**src/core/rtc_irq_pkg.sv**
```systemverilog
// Purpose: Shared constants for the RTC interrupt output and alarm date block
// Assumes: APB with 32-bit data, 40 MHz clock
// Notes: Register constants are word indexes; byte address is four times the index

// =====================================================================
// Package
// =====================================================================
package rtc_irq_pkg;
    // Register word indexes; each register owns one aligned 32-bit word
    localparam logic [19:0] ADDR_INT_CTRL = 20'hF_FFF6;   // Interrupt control
    localparam logic [19:0] ADDR_ALARM_DATE = 20'hF_FFF5; // Alarm date
    localparam logic [19:0] ADDR_FLAGS = 20'hF_FFF0;      // Flags, read clears

    // Interrupt control field positions
    localparam int WIE_POS = 7;
    localparam int AIE_POS = 6;
    localparam int PFE_POS = 5;
    localparam int HL_POS = 3;
    localparam int PL_POS = 2;
    // Writable bits of interrupt control
    localparam logic [7:0] INT_CTRL_MASK = 8'hEC;

    // Alarm date field positions
    localparam int DATE_MASK_POS = 7;
    localparam logic [7:0] ALARM_DATE_MASK = 8'hBF;

    // Flags field positions
    localparam int WDF_POS = 7;
    localparam int AF_POS = 6;
    localparam int PF_POS = 5;

    // Reset values
    localparam logic [7:0] INT_CTRL_RESET = 8'h00;
    localparam logic [7:0] ALARM_DATE_RESET = 8'h00;

    // Pulse length
    localparam int CLK_HZ = 40_000_000;
    localparam int PULSE_MS = 200;
    localparam int PULSE_CYCLES = (CLK_HZ / 1000) * PULSE_MS;
    localparam int PCNT_W = 24;
endpackage : rtc_irq_pkg

```
**src/core/irq_pin_driver.sv**
```systemverilog
// Purpose: Drives the interrupt pin with level or timed pulse behaviour
// Assumes: Events are one-cycle pulses on clk
// Notes: Pulse length is a parameter so simulation can shorten it

`timescale 1ns/10ps

// =====================================================================
// Pin driver
// =====================================================================
module irq_pin_driver
    import rtc_irq_pkg::*;
#(
    parameter logic [PCNT_W-1:0] PULSE_LEN = PCNT_W'(PULSE_CYCLES)
) (
    // Clock and reset
    input wire logic clk,
    input wire logic rst_b,
    // Control
    input wire logic event_any,
    input wire logic level_hold,
    input wire logic pulse_mode,
    input wire logic active_high,
    // Pin
    output logic int_o,
    output logic int_oe
);
    logic [PCNT_W-1:0] cnt_q;   // Pulse cycles remaining
    logic active;               // Pin asserted

    // Pulse counter restarts on each event
    always_ff @(posedge clk or negedge rst_b) begin
        if (!rst_b) begin
            cnt_q <= '0;
        end else if (event_any) begin
            cnt_q <= PULSE_LEN;
        end else if (cnt_q != '0) begin
            cnt_q <= cnt_q - PCNT_W'(1);
        end
    end

    // Pulse mode uses the counter, level mode the held state
    assign active = pulse_mode ? (cnt_q != '0) : level_hold;

    // Active high drives both levels; otherwise open drain low
    assign int_o = active_high ? active : 1'b0;
    assign int_oe = active_high ? 1'b1 : active;

    AST_PULSE_HOLD: assert property (@(posedge clk) disable iff (!rst_b)
        (pulse_mode && event_any) |=> active)
        else $error("Pulse not started");
endmodule : irq_pin_driver

```
**src/core/rtc_irq_ctrl.sv**
```systemverilog
// Purpose: Interrupt flags, enables, pin control and alarm date register
// Assumes: APB slave, sources give one-cycle event pulses on clk
// Notes: Flags read clears; set wins over clear
//
// How it works
// - Watchdog timeout sets flag, enabled drives pin
// - Alarm match sets flag, enabled drives pin
// - Power fail sets flag, enabled drives pin
// - Polarity bit: active high or open drain
// - Pulse mode holds pin about 200 ms
// - Level mode holds pin until flags read
// - Reserved control bits read as zero
// - Date register: mask, zero, tens, units
//
// Our own choice: register access over APB.

`timescale 1ns/10ps

// =====================================================================
// Top module
// =====================================================================
module rtc_irq_ctrl
    import rtc_irq_pkg::*;
#(
    parameter logic [PCNT_W-1:0] PULSE_LEN = PCNT_W'(PULSE_CYCLES)
) (
    // Clock and reset
    input wire logic clk,
    input wire logic rst_b,
    // APB slave
    input wire logic psel,
    input wire logic penable,
    input wire logic pwrite,
    input wire logic [21:0] paddr,
    input wire logic [31:0] pwdata,
    output logic [31:0] prdata,
    output logic pready,
    output logic pslverr,
    // Event sources
    input wire logic wdog_timeout,
    input wire logic alarm_time_match,
    input wire logic power_fail_event,
    input wire logic [7:0] cur_date,
    // Alarm date comparison result
    output logic date_match,
    // Interrupt pin
    output logic int_o,
    output logic int_oe
);
    // =================================================================
    // Registers
    // =================================================================
    logic [7:0] int_ctrl_q;     // Enables and pin mode
    logic [7:0] alarm_date_q;   // Mask, tens and units of date
    logic watchdog_flag_q;
    logic alarm_flag_q;
    logic power_fail_flag_q;
    logic level_q;              // Level mode pin hold
    logic [31:0] prdata_q;
    logic wr_en;
    logic rd_en;
    logic flags_rd;
    logic mapped;
    logic ev_any;
    logic [7:0] flags_v;
    logic [7:0] flags_clr;      // Flag bits reported by the read now ending

    // Byte address of a register word from its index
    function automatic logic [21:0] word_addr(input logic [19:0] idx);
        return {idx, 2'b00};
    endfunction : word_addr

    // APB access strobes, zero wait states
    assign wr_en = psel && penable && pwrite;
    assign rd_en = psel && penable && !pwrite;
    assign flags_rd = rd_en && (paddr == word_addr(ADDR_FLAGS));
    // Only flags the host has actually seen are cleared, so a late event survives
    assign flags_clr = flags_rd ? prdata_q[7:0] : 8'h00;
    assign pready = 1'b1;
    assign pslverr = 1'b0;
    assign prdata = prdata_q;

    // Address map check
    always_comb begin
        if (paddr == word_addr(ADDR_INT_CTRL)) begin
            mapped = 1'b1;
        end else if (paddr == word_addr(ADDR_ALARM_DATE)) begin
            mapped = 1'b1;
        end else if (paddr == word_addr(ADDR_FLAGS)) begin
            mapped = 1'b1;
        end else begin
            mapped = 1'b0;
        end
    end

    // Control register write, reserved bits forced to zero
    always_ff @(posedge clk or negedge rst_b) begin
        if (!rst_b) begin
            int_ctrl_q <= INT_CTRL_RESET;
        end else if (wr_en && paddr == word_addr(ADDR_INT_CTRL)) begin
            int_ctrl_q <= pwdata[7:0] & INT_CTRL_MASK;
        end
    end

    // Alarm date write, bit 6 kept at zero
    always_ff @(posedge clk or negedge rst_b) begin
        if (!rst_b) begin
            alarm_date_q <= ALARM_DATE_RESET;
        end else if (wr_en && paddr == word_addr(ADDR_ALARM_DATE)) begin
            alarm_date_q <= pwdata[7:0] & ALARM_DATE_MASK;
        end
    end

    // Date comparison, masked date always matches
    assign date_match = alarm_date_q[DATE_MASK_POS] ||
        (cur_date[5:0] == alarm_date_q[5:0]);

    // Sticky flags; event in a read cycle wins over the clear
    always_ff @(posedge clk or negedge rst_b) begin
        if (!rst_b) begin
            watchdog_flag_q <= 1'b0;
            alarm_flag_q <= 1'b0;
            power_fail_flag_q <= 1'b0;
        end else begin
            watchdog_flag_q <= wdog_timeout ||
                (watchdog_flag_q && !flags_clr[WDF_POS]);
            alarm_flag_q <= alarm_time_match ||
                (alarm_flag_q && !flags_clr[AF_POS]);
            power_fail_flag_q <= power_fail_event ||
                (power_fail_flag_q && !flags_clr[PF_POS]);
        end
    end

    // Enabled events combine onto the single pin
    assign ev_any = (wdog_timeout && int_ctrl_q[WIE_POS]) ||
        (alarm_time_match && int_ctrl_q[AIE_POS]) ||
        (power_fail_event && int_ctrl_q[PFE_POS]);

    // Level hold: set by event, released by flags read; set wins
    always_ff @(posedge clk or negedge rst_b) begin
        if (!rst_b) begin
            level_q <= 1'b0;
        end else begin
            level_q <= ev_any || (level_q && !flags_rd);
        end
    end

    // Read data register
    always_comb begin
        flags_v = 8'h00;
        flags_v[WDF_POS] = watchdog_flag_q;
        flags_v[AF_POS] = alarm_flag_q;
        flags_v[PF_POS] = power_fail_flag_q;
    end

    always_ff @(posedge clk or negedge rst_b) begin
        if (!rst_b) begin
            prdata_q <= 32'h0000_0000;
        end else if (psel && !penable && !pwrite) begin
            if (paddr == word_addr(ADDR_INT_CTRL)) begin
                prdata_q <= {24'h00_0000, int_ctrl_q & INT_CTRL_MASK};
            end else if (paddr == word_addr(ADDR_ALARM_DATE)) begin
                prdata_q <= {24'h00_0000, alarm_date_q};
            end else if (paddr == word_addr(ADDR_FLAGS) && mapped) begin
                prdata_q <= {24'h00_0000, flags_v};
            end else begin
                prdata_q <= 32'h0000_0000; // Unmapped reads zero
            end
        end
    end

    // Pin driver
    irq_pin_driver #(
        .PULSE_LEN(PULSE_LEN)
    ) u_pin (
        .clk(clk),
        .rst_b(rst_b),
        .event_any(ev_any),
        .level_hold(level_q),
        .pulse_mode(int_ctrl_q[PL_POS]),
        .active_high(int_ctrl_q[HL_POS]),
        .int_o(int_o),
        .int_oe(int_oe)
    );

    // =================================================================
    // Assertions
    // =================================================================
    AST_WDF_SET: assert property (@(posedge clk) disable iff (!rst_b)
        wdog_timeout |=> watchdog_flag_q)
        else $error("Watchdog flag not set");
    AST_AF_SET: assert property (@(posedge clk) disable iff (!rst_b)
        alarm_time_match |=> alarm_flag_q)
        else $error("Alarm flag not set");
    AST_PF_SET: assert property (@(posedge clk) disable iff (!rst_b)
        power_fail_event |=> power_fail_flag_q)
        else $error("Power fail flag not set");
    AST_DISABLED_QUIET: assert property (@(posedge clk) disable iff (!rst_b)
        (int_ctrl_q[7:5] == 3'b000 && !level_q && !int_ctrl_q[PL_POS]) |=> !level_q)
        else $error("Pin asserted with sources disabled");
    AST_OPEN_DRAIN: assert property (@(posedge clk) disable iff (!rst_b)
        !int_ctrl_q[HL_POS] |-> (int_o == 1'b0))
        else $error("Open drain drove high");
    AST_LEVEL_HOLD: assert property (@(posedge clk) disable iff (!rst_b)
        (!int_ctrl_q[PL_POS] && int_ctrl_q[HL_POS] && level_q && !flags_rd &&
        !wr_en) |=> int_o)
        else $error("Level released without read");
    AST_RSVD_ZERO: assert property (@(posedge clk) disable iff (!rst_b)
        (int_ctrl_q & ~INT_CTRL_MASK) == 8'h00)
        else $error("Reserved control bit set");
    AST_DATE_B6: assert property (@(posedge clk) disable iff (!rst_b)
        alarm_date_q[6] == 1'b0)
        else $error("Alarm date bit 6 set");
    AST_DATE_MASK: assert property (@(posedge clk) disable iff (!rst_b)
        alarm_date_q[DATE_MASK_POS] |-> date_match)
        else $error("Masked date failed match");
endmodule : rtc_irq_ctrl

```
**config.mk**
```make
export PLATFORM = sky130hd
export DESIGN_NAME = rtc_irq_ctrl
export DESIGN_NICKNAME = d
export VERILOG_FILES = /design/src/core/rtc_irq_pkg.sv /design/src/core/irq_pin_driver.sv /design/src/core/rtc_irq_ctrl.sv
export SDC_FILE = /design/constraint.sdc
export NUM_CORES = 1
export LEC_CHECK = 0
export ABC_AREA = 0
export BUFFER_PORTS_ARGS = -buffer_cell sky130_fd_sc_hd__buf_4
export CORE_MARGIN = 2
export CORE_UTILIZATION = 45
export DETAILED_ROUTE_END_ITERATION = 16
export PLACE_DENSITY = 0.77
export REMOVE_ABC_BUFFERS = 1
export SYNTH_ARGS = -nofsm -noshare
export SYNTH_HDL_FRONTEND = slang
export SYNTH_HIERARCHICAL = 1
export SYNTH_SLANG_ARGS = --single-unit
export TNS_END_PERCENT = 30
```
**constraint.sdc**
```tcl
create_clock -name clk -period 2.2 [get_ports clk]
set_clock_uncertainty 0.05 [all_clocks]
set_input_delay 0.44 -clock clk [delete_from_list [all_inputs] [get_ports clk]]
set_output_delay 0.44 -clock clk [all_outputs]
set_load 0.005 [all_outputs]
```
-- Word level (Yosys, flattened, before mapping)
Cells that the tools add are included.
Widths: inputs -> output; s select.
- output and inout bits: 37
- bits in registers: 72
- input bits: 70
- logic and storage cells: 56
- reductions and logical operators: 31
- eq/ne operators: 4
- multiplexer cells: 12
- add/subtract/negate cells: 1
- operators by type and width (kind ; number):
    $eq 22x22->1 const B ; 3
    $mux 24 ; 2
    $mux 8 ; 4
    $reduce_bool 24->1 ; 1
    $sub 24x1->24 const B ; 1
    $logic_and 1x1->1 ; 16
    $logic_or 1x1->1 ; 7
    $eq 6x6->1 ; 1
    $logic_not 1->1 ; 6
    $mux 1 ; 6
    $reduce_bool 2->1 ; 1

-- Longest topological paths before layout
- word-level depth: 8
- depth in mapped cells: 8
- mapped depth without buffers: 6

-- By module
Netlist, hierarchy kept.
- by module, submodules not included (module ; sequential area each (um2) ; cells an instance ; area each (um2) ; instances):
    irq_pin_driver ; 600.6 ; 161 ; 1491.4 ; 1
    rtc_irq_ctrl ; 600.6 ; 140 ; 1418.9 ; 1

-- Worst setup path before layout
OpenSTA, ideal clock, no wires.
- path kind: register to register
- from: register u_pin.cnt_q[6]
- to: register u_pin.cnt_q[16]
- setup time: 125 ps
- path slack: 0 ps
- arrival: 2026 ps
- path buffers: 1
- clock period less this slack: 2200 ps
- cell stages (with the launch flop): 6
- cells stage by stage: dfrtp_1 -> or4_4 -> or3_1 -> clkbuf_1 -> nor4_1 -> mux2_2
- word-level cells in the longest chain between the ends: 3
- ends and longest elaborated chain (item ; line ; text):
    start: declaration ; irq_pin_driver.sv:27 ; logic [PCNT_W-1:0] cnt_q;
    start signal: assignment ; irq_pin_driver.sv:37 ; cnt_q <= cnt_q - PCNT_W'(1);
    $sub 24x1->24 ; irq_pin_driver.sv:37 ;
    $mux 24 ; irq_pin_driver.sv:36 ; end else if (cnt_q != '0) begin
    $mux 24 ; irq_pin_driver.sv:34 ; end else if (event_any) begin
Parallel ways exist; a longest one is shown, timed or not. The select of a mux whose other input is x is not followed.
A chain may end at the register's enable or synchronous reset.

-- Final worst setup path
- from: register u_pin.cnt_q[6]
- to: register u_pin.cnt_q[11]
The elaborated chain is that of the path after synthesis.

==> impl_metrics.py <==
metrics = {
    "clock_network": {
        "cts_buffers": 5,
        "clk_pin_slew_worst_paths_ps": 80,
        "hold_buffers": 0,
        "clock-sinks": 48,
        "cts_root_buffer": "clkbuf_8",
        "cts_tree": "yes",
        "clk_latency_ps": 300,
        "clockBufferDepth": 2,
        "h-tree-depth": 2,
    },
    "final_layout": {
        "drive_gt1_frac": 0.3413,
        "n_antenna_cell": 0,
        "final_nets": 450,
        "fill_cells": 569,
        "post-route-util": 0.5745,
        "area_growth_pct": 24.63,
    },
    "status": {
        "outcome": "complete, but fails checks",
        "violations": "setup timing",
    },
    "critical_path": {
        "r2r-start": "u_pin/cnt_q[6]$_DFFE_PN0P_",
        "required_ps": 2380,
        "startpoint_type": "flip-flop",
        "reg2reg_to": "u_pin/cnt_q[11]$_DFFE_PN0P_",
        "rr_worst_depth": 4,
        "crit_type": "flip-flop to flip-flop",
        "worstPathMaxFanout": 11,
        "rrSetupSlack_ps": -50,
        "end_kind": "flip-flop",
        "cp.arrival_ps": 2430,
    },
    "synthesis": {
        "ys_types": 54,
        "syn_area_per_cell_um2": 9.669,
        "synth-edff-count": 0,
        "synth-seq-area-share": 0.4127,
        "yosys_warnings": 6,
        "netlist_instances": 301,
        "synth_area_um2": 2910,
        "synth_seq_cells": 48,
        "async_flop_share": 1.000,
        "synthFlopType": "dfrtp_1",
    },
    "drt": {
        "drt-vias-per-instance": 5.541,
        "drc": 0,
        "route.vias.total": 2521,
        "dr.first_iter.drc_count": 114,
        "drtPass1Iterations": 4,
        "ant_nets": 0,
        "wirelength_mm": 6.769,
        "avgRoutedWirePerCell_um": 14.88,
    },
    "placement": {
        "port_buffers": 54,
        "dp_hpwl_mm": 4.930,
        "place_congestion": 0.7962,
    },
    "global_route": {
        "grt_overflow": 0,
        "antenna_found_initial": 0,
        "grt_max_degree": 49,
        "grt_pass1_vias": 2421,
        "grt_usage": 0.1909,
        "grt_pass1_wl_mm": 11.16,
    },
    "floorplan": {
        "fp.dieW_um": 84.42,
        "fp.dieH_um": 84.42,
        "dieArea_um2": 7127,
        "start_util": 0.4610,
        "ioPinCount": 107,
        "rows": 29,
        "fp.coreArea_um2": 6314,
    },
    "sta": {
        "fin_setup_tns_ps": -82.64,
        "setup_slack_ps": -50.44,
        "worst_pin_slew_ps": 603.5,
        "hold_viol_final": 0,
        "finalSetupViolCount": 3,
        "finalCritPeriodShare": 1.023,
        "rsz0062_at_grt": "yes",
        "maxSlewViolCount": 0,
        "fin_crit_ps": 2250,
        "fmax_mhz": 444.4,
        "relSlewSlack": 0.5977,
    },
    "job": {
        "cap_violations": 0,
    },
    "pwr": {
        "power.density_nw_per_um2": 416.9,
        "p_leak_uw": 0.001582,
        "ir_drop_uv": 217.7,
        "power_uw": 1512,
    },
    "worst_hold_path": {
        "min-delay-path-class": "primary input to asynchronous set/reset pin",
    },
}
## stage by stage
step                      worst slack, ps  hold WS [ps]  cell area (µm²)  instances
after floorplan                    -146.5         94.41             2751        289
after global placement              3.345         413.5             3456        447
after detailed placement           -17.54         424.7             3456        447
after CTS                          -29.06         116.6             3591        455
after global routing               -121.0         140.2             3627        455
final                              -50.44         76.06             3627        455
## cell families (layout without fill, tap and decap cells)
| kind of cell | count (synthesis) | in the layout | synth area share |
|---|---|---|---|
| other | 2 | 26 | 0.002580 |
| AND/OR/NAND/NOR | 124 | 124 | 0.2494 |
| XOR/XNOR | 6 | 6 | 0.01806 |
| flip-flops | 48 | 48 | 0.4127 |
| buffers and inverters | 44 | 97 | 0.09587 |
| AO/OA/AOI/OAI | 53 | 53 | 0.1294 |
| multiplexers | 22 | 22 | 0.08340 |
| adder cells (fa/ha/maj) | 2 | 2 | 0.008597 |
## worst max path at each step
stage	from	to	slack [ps]	cells past startpoint
after floorplan	u_pin/cnt_q[16]$_DFFE_PN0P_	u_pin/cnt_q[3]$_DFFE_PN0P_	-150	4
after global placement	u_pin/cnt_q[6]$_DFFE_PN0P_	u_pin/cnt_q[11]$_DFFE_PN0P_	3	4
after detailed placement	u_pin/cnt_q[6]$_DFFE_PN0P_	u_pin/cnt_q[11]$_DFFE_PN0P_	-20	4
after CTS	u_pin/cnt_q[12]$_DFFE_PN0P_	int_oe	-30	6
after global routing	u_pin/cnt_q[12]$_DFFE_PN0P_	int_oe	-120	6
final	u_pin/cnt_q[6]$_DFFE_PN0P_	u_pin/cnt_q[11]$_DFFE_PN0P_	-50	4
## placed cells by master, fill, tap and decap left out, types with 5 or more instances in the layout
master and instances:
conb_1 26, nor2_1 23, o21ai_0 10, nor2b_1 13
nand3_1 9, nand4_1 10, inv_1 7, a21oi_1 9
clkbuf_8 5, nor3_1 7, mux2_2 18, dfrtp_1 47
buf_4 81, nand2_1 20
## timing repair
action | 4_1_cts | 5_1_grt
gates resized for setup | 9 | 9
gates cloned | 0 | 0
endpoints found under the setup margin | 7 | 12
setup buffers | 1 | 0
pin swaps | 3 | 5
## Yosys cell counts, types with 3 or more instances
master	instances	share of area
mux2_2	18	0.070
mux2i_1	4	0.014
nand2_1	20	0.026
o22a_1	3	0.0090
nand3_1	9	0.015
dfrtp_1	48	0.41
nand4_1	10	0.021
nand2b_1	3	0.0064
nor3_1	11	0.019
o31ai_1	4	0.010
buf_4	28	0.072
a211oi_1	3	0.0077
inv_1	8	0.010
a22oi_1	3	0.0077
a21oi_1	10	0.017
nor2b_1	13	0.028
nor4_1	7	0.015
or4_1	4	0.010
nor3b_1	3	0.0077
xor2_1	4	0.012
or3_1	3	0.0064
nor2_1	23	0.030
clkbuf_1	6	0.0077
a22o_1	4	0.012
nor4b_1	3	0.0090
o21ai_0	11	0.019
## sequential cells by signal (all words and copies together), names as in the netlist
| signal | count |
|---|---|
| alarm_date_q | 7 |
| alarm_flag_q | 1 |
| int_ctrl_q | 5 |
| level_q | 1 |
| power_fail_flag_q | 1 |
| prdata | 8 |
| u_pin/cnt_q | 24 |
| watchdog_flag_q | 1 |
## power by group
group	leakage, µW	internal (µW)	switching (µW)	total [µW]
Sequential	0.000597	882	0.390	882
Clock	0.0000410	217	280	496
Combinational	0.000944	64.8	68.9	134
## critical path: stages (launching register included)
cell,delay [ps]
dfrtp_1,390
or4_4,550
or4_4,600
or4_1,450
a21oi_2,130
## layout make-up
class                           count  area [µm²]  share of cell area
Clock inverter                      1       5.005            0.001380
Multi-Input combinational cell    233        1602              0.4415
Clock buffer                        6       72.57             0.02001
Inverter                            8       30.03            0.008279
Timing Repair Buffer               82       619.3              0.1707
Tap cell                           77       96.34             0.02656
Sequential cell                    48        1202              0.3315
## routing by layer
layer  global-route usage  share of wire  vias up
met2               0.3377           0.50       77
met3              0.03835          0.058        7
met1               0.2395           0.43     1234
met4              0.04906          0.012        0
met5                    0              0        -
li1                     -              -     1203
No activity file was read; power rests on OpenSTA's default activity.
